## config.mk

```make
export PLATFORM = sky130hd
export DESIGN_NAME = brake_seq
export DESIGN_NICKNAME = d
export VERILOG_FILES = /design/src/include/brake_seq_pkg.sv /design/src/rtl/brake_seq.sv /design/src/rtl/stop_qualifier.sv
export VERILOG_INCLUDE_DIRS = /design/src /design/src/include
export SDC_FILE = /design/constraint.sdc
export NUM_CORES = 1
export LEC_CHECK = 0
export BUFFER_PORTS_ARGS = -buffer_cell sky130_fd_sc_hd__buf_2
export CORE_MARGIN = 5
export CORE_UTILIZATION = 45
export DETAILED_ROUTE_END_ITERATION = 8
export PLACE_DENSITY_LB_ADDON = 0.3
export SYNTH_ARGS = -nofsm -noshare
export SYNTH_HDL_FRONTEND = slang
export SYNTH_SLANG_ARGS = --single-unit
```

## constraint.sdc

```tcl
create_clock -name clk_i -period 6.3 [get_ports clk_i]
set_clock_uncertainty 0.05 [all_clocks]
set_input_delay 0.945 -clock clk_i [delete_from_list [all_inputs] [get_ports clk_i]]
set_output_delay 0.945 -clock clk_i [all_outputs]
set_load 0.01 [all_outputs]
```

## src/include/brake_seq_defs.svh

```systemverilog
// Constants for the holding-brake output sequencer.
// Assumes a 50 MHz control clock; included by bare name.
`ifndef BRAKE_SEQ_DEFS_SVH
`define BRAKE_SEQ_DEFS_SVH

`define BSQ_CLK_PERIOD_NS   20
`define BSQ_NS_PER_MS       1000000
`define BSQ_ENABLE_MAX_NS   1500000
`define BSQ_STOP_QUAL_MS    50
`define BSQ_OUT_MODE_BRAKE  3'h2
`define BSQ_PIN_RESET       1'b0
`define BSQ_HOLD_RESET      16'h0000
`define BSQ_TICK_RESET      16'h0000

`endif

```

## src/include/brake_seq_pkg.sv

```systemverilog
// Types shared by the brake sequencer and its stop qualifier.
// No assumptions beyond a SystemVerilog compiler.
package brake_seq_pkg;

  // Sequencer states
  typedef enum logic [1:0] {
    ST_DISABLED = 2'b00,
    ST_ENABLED  = 2'b01,
    ST_RAMP     = 2'b10,
    ST_HOLD     = 2'b11
  } seq_state_t;

  typedef struct packed {
    seq_state_t  mode;
    logic [15:0] hold_left;
    logic [15:0] tick;
    logic        drive_en;
    logic        brake_on;
    logic        pin;
  } seq_regs_t;

  typedef struct packed {
    logic [31:0] cnt;
    logic        stopped;
  } qual_regs_t;

endpackage

```

## src/rtl/brake_seq.sv

```systemverilog
// Holding-brake output sequencer: drive enable and brake relay pin.
// Assumes synchronous command pulses and one 50 MHz clock.
`timescale 1ns/100ps
`include "brake_seq_defs.svh"
module brake_seq
  import brake_seq_pkg::*;
#(
  parameter int SPEED_W     = 16,
  parameter int MODE_W      = 3,
  parameter int MS_TICK_CYC = `BSQ_NS_PER_MS / `BSQ_CLK_PERIOD_NS,
  parameter int STOP_QUAL_CYC = `BSQ_STOP_QUAL_MS * (`BSQ_NS_PER_MS / `BSQ_CLK_PERIOD_NS),
  parameter int ENABLE_MAX_CYC = `BSQ_ENABLE_MAX_NS / `BSQ_CLK_PERIOD_NS
) (
  input  wire logic               clk_i,
  input  wire logic               rst_b_i,
  input  wire logic               enable_cmd_i,
  input  wire logic               disable_cmd_i,
  input  wire logic               torque_cut_input_i,
  input  wire logic               feedback_lost_i,
  input  wire logic [SPEED_W-1:0] speed_i,
  input  wire logic [SPEED_W-1:0] halt_velocity_threshold_i,
  input  wire logic [15:0]        brake_hold_time_i,
  input  wire logic [MODE_W-1:0]  out_mode_i,
  input  wire logic               polarity_invert_i,
  input  wire logic               user_out_i,
  output logic                    drive_enabled_o,
  output logic                    brake_release_o,
  output logic                    out_pin_o,
  output logic                    ramp_active_o,
  output logic [1:0]              state_o
);

  seq_regs_t r;
  seq_regs_t next_r;
  logic      fault;
  logic      stopped;
  logic      tick_done;
  logic      brake_mode;
  logic      pin_level;

  assign fault      = torque_cut_input_i | feedback_lost_i;
  assign tick_done  = r.tick >= 16'(MS_TICK_CYC - 1);
  assign brake_mode = out_mode_i == `BSQ_OUT_MODE_BRAKE;

  // Speed must stay low for the full interval before holding starts
  stop_qualifier #(
    .QUAL_CYC (STOP_QUAL_CYC),
    .SPEED_W  (SPEED_W)
  ) u_qual (
    .clk_i       (clk_i),
    .rst_b_i     (rst_b_i),
    .arm_i       (r.mode == ST_RAMP),
    .speed_i     (speed_i),
    .threshold_i (halt_velocity_threshold_i),
    .stopped_o   (stopped)
  );

  // Sequencing: fault beats disable beats enable
  always_comb begin
    next_r = r;
    next_r.tick = 16'h0000;
    case (r.mode)
      ST_DISABLED: begin
        if (enable_cmd_i && !disable_cmd_i && !fault) begin
          next_r.mode = ST_ENABLED;
        end
      end
      ST_ENABLED: begin
        if (disable_cmd_i) begin
          next_r.mode = ST_RAMP;
        end
      end
      ST_RAMP: begin
        if (disable_cmd_i) begin
          next_r.mode = ST_DISABLED;
        end else if (stopped) begin
          next_r.mode      = ST_HOLD;
          next_r.hold_left = brake_hold_time_i;
        end
      end
      ST_HOLD: begin
        if (disable_cmd_i) begin
          next_r.mode = ST_DISABLED;
        end else if (r.hold_left == 16'h0000) begin
          next_r.mode = ST_DISABLED;
        end else if (tick_done) begin
          next_r.hold_left = r.hold_left - 16'h0001;
        end else begin
          next_r.tick = r.tick + 16'h0001;
        end
      end
      default: begin
        next_r.mode = ST_DISABLED;
      end
    endcase
    // Fault skips the hold wait entirely
    if (fault) begin
      next_r.mode = ST_DISABLED;
    end
    // Drive stays powered through ramp and hold; brake only while enabled
    next_r.drive_en = next_r.mode != ST_DISABLED;
    next_r.brake_on = next_r.mode == ST_ENABLED;
    // Polarity last, after sequencing, so the pin sees one clean edge
    pin_level  = brake_mode ? next_r.brake_on : user_out_i;
    next_r.pin = pin_level ^ polarity_invert_i;
  end

  // Single flop stage for every output, pin included
  always_ff @(posedge clk_i or negedge rst_b_i) begin
    if (!rst_b_i) begin
      r <= '{mode: ST_DISABLED, hold_left: `BSQ_HOLD_RESET, tick: `BSQ_TICK_RESET,
             drive_en: 1'b0, brake_on: 1'b0, pin: `BSQ_PIN_RESET};
    end else begin
      r <= next_r;
    end
  end

  assign drive_enabled_o = r.drive_en;
  assign brake_release_o = r.brake_on;
  assign out_pin_o       = r.pin;
  assign ramp_active_o   = (r.mode == ST_RAMP) || (r.mode == ST_HOLD);
  assign state_o         = r.mode;

  // Helper: cycles spent waiting to enable after a granted enable command
  logic [31:0] en_wait;
  logic        en_pending;
  always_ff @(posedge clk_i or negedge rst_b_i) begin
    if (!rst_b_i) begin
      en_pending <= 1'b0;
      en_wait    <= 32'h0000_0000;
    end else if (r.drive_en || fault || disable_cmd_i) begin
      en_pending <= 1'b0;
      en_wait    <= 32'h0000_0000;
    end else if (enable_cmd_i || en_pending) begin
      en_pending <= 1'b1;
      en_wait    <= en_wait + 32'h0000_0001;
    end
  end
endmodule

```

## src/rtl/stop_qualifier.sv

```systemverilog
// Judges the motor stopped once speed has stayed under a threshold.
// Assumes speed and threshold are synchronous magnitudes.
`timescale 1ns/100ps
`include "brake_seq_defs.svh"
module stop_qualifier
  import brake_seq_pkg::*;
#(
  parameter int QUAL_CYC = `BSQ_STOP_QUAL_MS * (`BSQ_NS_PER_MS / `BSQ_CLK_PERIOD_NS),
  parameter int SPEED_W  = 16
) (
  input  wire logic               clk_i,
  input  wire logic               rst_b_i,
  input  wire logic               arm_i,
  input  wire logic [SPEED_W-1:0] speed_i,
  input  wire logic [SPEED_W-1:0] threshold_i,
  output logic                    stopped_o
);

  qual_regs_t r;
  qual_regs_t next_r;
  logic       below;

  assign below = speed_i < threshold_i;

  // Any excursion to or above the threshold restarts the interval
  always_comb begin
    next_r = r;
    if (!arm_i || !below) begin
      next_r.cnt     = 32'h0000_0000;
      next_r.stopped = 1'b0;
    end else if (r.cnt >= 32'(QUAL_CYC - 1)) begin
      next_r.stopped = 1'b1;
    end else begin
      next_r.cnt = r.cnt + 32'h0000_0001;
    end
  end

  always_ff @(posedge clk_i or negedge rst_b_i) begin
    if (!rst_b_i) begin
      r <= '0;
    end else begin
      r <= next_r;
    end
  end

  assign stopped_o = r.stopped;
endmodule

```

Word-level counts from Yosys, hierarchy flattened

Cells that the tools add are included.

Register bits after elaboration: 70
Input port bits: 59
Output and inout port bits: 6
Word-level logic and storage cells: 60

Add/sub/neg operators: 3
$lt $le $gt $ge: 3
Equality and inequality tests: 11
Muxes and demuxes: 19
Bitwise operators: 2
Reductions and logical operators: 14

Operators with widths:

| kind                  | count |
|---|---|
| $mux 32               | 3 |
| $mux 16               | 4 |
| $mux 33               | 1 |
| $add 32x1->32 const B | 1 |
| $ge 32x22->1 const B  | 1 |
| $pmux 16 s2           | 1 |
| $mux 18               | 1 |
| $add 16x1->16 const B | 1 |
| $ge 16x16->1 const B  | 1 |
| $logic_not 16->1      | 1 |
| $lt 16x16->1          | 1 |
| $sub 16x1->16 const B | 1 |
| $mux 2                | 6 |
| $ne 2x2->1 const B    | 5 |
| $pmux 2 s4            | 1 |
| $reduce_and 6->1      | 1 |
| $reduce_bool 2->1     | 3 |
| $eq 2x1->1 const B    | 2 |
| $eq 2x2->1 const B    | 2 |
| $logic_not 1->1       | 4 |
| $eq 3x2->1 const B    | 1 |
| $logic_and 1x1->1     | 2 |
| $logic_not 2->1       | 1 |
| $logic_or 1x1->1      | 2 |
| other kinds (4)       | 5 |

Depth between registers and ports, before layout

Word-level depth: 9
Gate-level depth with buffers: 10
Depth with buffers taken out: 8

Cells and area by module

Synthesis repeated with hierarchy kept, for this count alone.

Cells, all modules: 470
Area, all modules: 4444.3 um2

Modules (own cells, without submodules):

| module         | times used | cells each | area each (um2) | seq. area each (um2) |
|---|---|---|---|---|
| brake_seq      | 1          | 245        | 2299.7          | 925.9 |
| stop_qualifier | 1          | 225        | 2144.6          | 825.8 |

Worst setup path after synthesis

OpenSTA, ideal clock, no wires.

Kind: input port to flip-flop
Start point: input port halt_velocity_threshold_i[15]
End point: register u_qual.r[10] (netlist bit)
Library setup time: 132 ps
Arrival: 2259 ps
Data required time: 6118 ps
Setup slack: 3860 ps
Cell stages on the path: 7
Path buffers: 1
Cell sequence: inv_1 ha_1 nand4_1 or2_2 o21ai_1 clkbuf_1 nor2_1

Cells in the longest elaborated chain, start to end: 4
Elaborated cells on any way between the ends: 5
Classes of those cells: order compare (1); eq/ne (1); mux (1); reduce/logical (2)

RTL lines:

| what                                                          | RTL line             | text |
|---|---|---|
| start, declared                                               | brake_seq.sv:21      | `input wire logic [SPEED_W-1:0] halt_velocity_threshold_i,` |
| $lt 16x16->1 *                                                | stop_qualifier.sv:23 | `assign below = speed_i < threshold_i;` |
| $logic_not 1->1 *                                             | stop_qualifier.sv:28 | `if (!arm_i \|\| !below) begin` |
| $logic_or 1x1->1 *                                            | stop_qualifier.sv:28 |  |
| $ne 2x1->1 (no source line) / $mux 33 (equally long branches) | --                   |  |
| end signal, assigned                                          | stop_qualifier.sv:42 | `r <= next_r;` |
| end, declared                                                 | stop_qualifier.sv:19 | `qual_regs_t r;` |

Every way passes the cells marked *; elsewhere a longest branch is shown, timed or not.
A chain may end at the register's enable or synchronous reset.

Final worst setup path

Start point: register r[19] (netlist bit)
End point: register r[22] (netlist bit)

Cells in the longest elaborated chain, start to end: 5
Elaborated cells on any way between the ends: 8
Classes of those cells: add/sub (1); eq/ne (1); mux (4); reduce/logical (2)

RTL lines:

| what                   | RTL line         | text |
|---|---|---|
| start, declared        | brake_seq.sv:33  | `seq_regs_t r;` |
| start signal, assigned | brake_seq.sv:111 | `` r <= '{mode: ST_DISABLED, hold_left: `BSQ_HOLD_RESET, tick: `BSQ_TICK_RESET, `` |
| start signal, assigned | brake_seq.sv:114 | `r <= next_r;` |
| $sub 16x1->16          | brake_seq.sv:87  | `next_r.hold_left = r.hold_left - 16'h0001;` |
| $mux 16                | brake_seq.sv:86  | `end else if (tick_done) begin` |
| $mux 32                | brake_seq.sv:84  | `end else if (r.hold_left == 16'h0000) begin` |
| $mux 32                | brake_seq.sv:82  | `if (disable_cmd_i) begin` |
| $pmux 16 s2            | brake_seq.sv:62  | `case (r.mode)` |

Parallel ways exist; a longest one is shown, timed or not. The select of a mux whose other input is x is not followed.

==> impl_metrics.py <==
metrics = {
    "finish": {
        "fillers": 837,
        "most-common-layout-cells": "76 x nor2_1, 70 x dfrtp_1, 64 x buf_2",
        "drive_above_1_share": 0.1969,
        "area.growth.synth_to_final_pct": 14.69,
        "final_common_cell": "nor2_1",
        "nNetsFinal": 587,
        "fin_cells": 624,
        "antenna_cells": 0,
    },
    "sta": {
        "worst_hold_slack_ns": 0.4087,
        "setup_tns_ns": 0,
        "max_freq_ghz": 0.3845,
        "max_slew_margin": 0.4119,
        "worst_pin_slew_ns": 0.8822,
        "min_period_ns": 2.601,
        "rsz0062_at_grt": "false",
        "finalCritPeriodShare": 0.4128,
        "hold_violations": 0,
        "setup_viol": 0,
        "slew_viol_final": 0,
    },
    "clocking": {
        "cts_sinks": 70,
        "clockRootBuffer": "clkbuf_8",
        "clk_pin_slew_ns": 0.08,
        "ctsResizeCount": 0,
        "cts_buffer_depth": 2,
        "cts_setup_buffers": 0,
        "htree_levels": 3,
        "postCtsHoldBufs": 0,
        "cts_made_buffers": 9,
        "clk_latency_ns": 0.35,
        "cts_tree": "done",
    },
    "synth": {
        "netlist_area_sq_mm": 0.004121,
        "synth-xor-area-share": 0.07225,
        "synth_ff_type": "dfrtp_1",
        "ys_warn_count": 0,
        "muxShareOfSynthArea": 0.004857,
        "synthAdderAreaFrac": 0.05768,
        "ys_types": 59,
        "syn_nets": 529,
        "synth_top_family_by_area": "simple AND/OR/NAND/NOR gates",
        "synth-simple-area-share": 0.2438,
        "synth-compound-area-share": 0.1400,
        "synth_area_per_cell_sq_um": 9.138,
        "synth_edf_count": 0,
        "async_flop_share": 1.000,
        "yosys_register_bits": 70,
        "syn_inst": 451,
        "synth.yosys.seq_area_share": 0.4250,
    },
    "place": {
        "place_congestion": 0.8344,
        "dp_hpwl_microns": 6675,
        "numPlacedInstances": 609,
        "portBuffers": 64,
    },
    "critical_path": {
        "path_max_fanout": 22,
        "critPathCaptureType": "register",
        "r2r_start": "r[19]",
        "arrival_ns": 2.74,
        "crit_required_ns": 6.43,
        "critPathKind": "reg2reg",
        "start_kind": "register",
        "crit_start": "r[19]",
    },
    "grt": {
        "grt.total_usage": 0.1668,
        "grt_pass1_wl_microns": 15460,
        "grt_max_degree": 71,
        "grt_pass1_vias": 3355,
        "antenna_found_initial": 0,
        "overflow": 0,
    },
    "floorplanning": {
        "start_util": 0.4547,
        "io_pins": 65,
        "core_area_sq_mm": 0.009065,
        "fp.dieW_microns": 105.7,
        "die_y_microns": 105.7,
        "die_area_sq_mm": 0.01117,
        "rows": 35,
    },
    "detailed_routing": {
        "num_vias": 3444,
        "viasPerCell": 5.519,
        "wirelength_microns": 9111,
        "dr_wl_met2_microns": 4515,
        "top_layer": "met4",
        "routedWlPerCell_microns": 14.60,
        "met1_length_microns": 4184,
        "ant_nets": 0,
        "drt-pass1-iter-count": 4,
        "route.met3.wl_microns": 353,
        "drt_iter0_drc": 170,
        "drc": 0,
    },
    "power_and_ir_drop": {
        "power.density_mw_per_mm2": 201.1,
        "p_leak_nw": 2.154,
        "vdd_drop_max_uv": 118.5,
    },
    "hold_path": {
        "hp-class": "reg2reg",
        "hold_start": "r[3]",
    },
    "job": {
        "max-cap-violations": 0,
    },
    "status": {
        "status": "complete, no violations",
    },
}
==> per-stage QoR <==
stage	area [sq um]	setup WS [ns]	util	power (mW)
after floorplan	4121	3.860	-	0.4811
after global placement	4483	3.765	0.4945	0.5142
after detailed placement	4483	3.693	0.4945	0.5162
after CTS	4727	3.694	0.5215	0.9627
after global routing	4727	3.482	0.5215	0.9948
final	4727	3.699	0.5215	0.9504
==> logic make-up after synthesis <==
logic type | Yosys count
simple gates | 196
compound gates | 80
flops | 70
buf+inv | 50
xor+xnor | 34
fa+ha+maj | 19
mux | 2
==> critical path, cell delays in order, from the launching register on <==
cell and delay (ns):
dfrtp_1 0.39, inv_1 0.14, ha_1 0.18, nor4b_2 0.41, nand4_2 0.20, and2_4 0.25, a21boi_4 0.60, o21ai_0 0.20
==> report_power, final <==
group	switching [mW]	internal (mW)	leakage (nW)
registers	0.00117	0.450	0.960
clock network	0.171	0.273	0.119
logic	0.0286	0.0261	1.08
==> flip-flops by register name, summed over array words and instances, names as in the netlist <==
signal            flops
brake_release_o       1
drive_enabled_o       1
out_pin_o             1
r                    32
state_o               2
u_qual.r             32
u_qual.stopped_o      1
==> worst paths after layout <==
check	slack [ns]	cells after the start	end
setup / recovery	3.70	7	r[22]
hold / removal	0.41	1	r[3]
setup reg to reg	3.70	7	r[22]
hold reg to reg	0.41	1	r[3]
max in group asynchronous	4.86	2	r[7]
min in group asynchronous	0.72	2	u_qual.r[28]
==> metal layers <==
metal | GRT usage | up-vias
li1 | - | 1709
met1 | 0.2225 | 1665
met2 | 0.2787 | 62
met3 | 0.03613 | 8
met4 | 0.03700 | 0
met5 | 0 | -
==> area by class of cell <==
class,count,area [sq um],share of cell area
timing repair buffer,66,335.3,0.07094
tap,111,138.9,0.02938
clock buffer,10,137.6,0.02912
sequential,70,1752,0.3706
multi-input combinational,331,2141,0.4529
inverter,31,116.4,0.02462
clock inverter,5,106.4,0.02250
==> synthesized netlist by cell type, drive strengths merged, types with 3 or more instances <==
cell,number,share of area
or3,7,0.011
a22oi,4,0.0073
buf,13,0.023
and2,3,0.0052
inv,31,0.028
nor4b,3,0.0079
o22ai,3,0.0061
a211oi,4,0.0073
nand4,18,0.029
nand2,27,0.025
nor3,10,0.012
ha,19,0.058
xnor2,10,0.021
nand4b,3,0.0064
xor2,24,0.051
and3,12,0.018
a21o,5,0.0091
o21ai,20,0.030
a31oi,5,0.0076
dfrtp,70,0.43
o211ai,7,0.013
nand3,17,0.021
clkbuf,6,0.0055
nor4,9,0.021
a21oi,16,0.021
nor2,76,0.069
No activity file was read; power rests on OpenSTA's default activity.
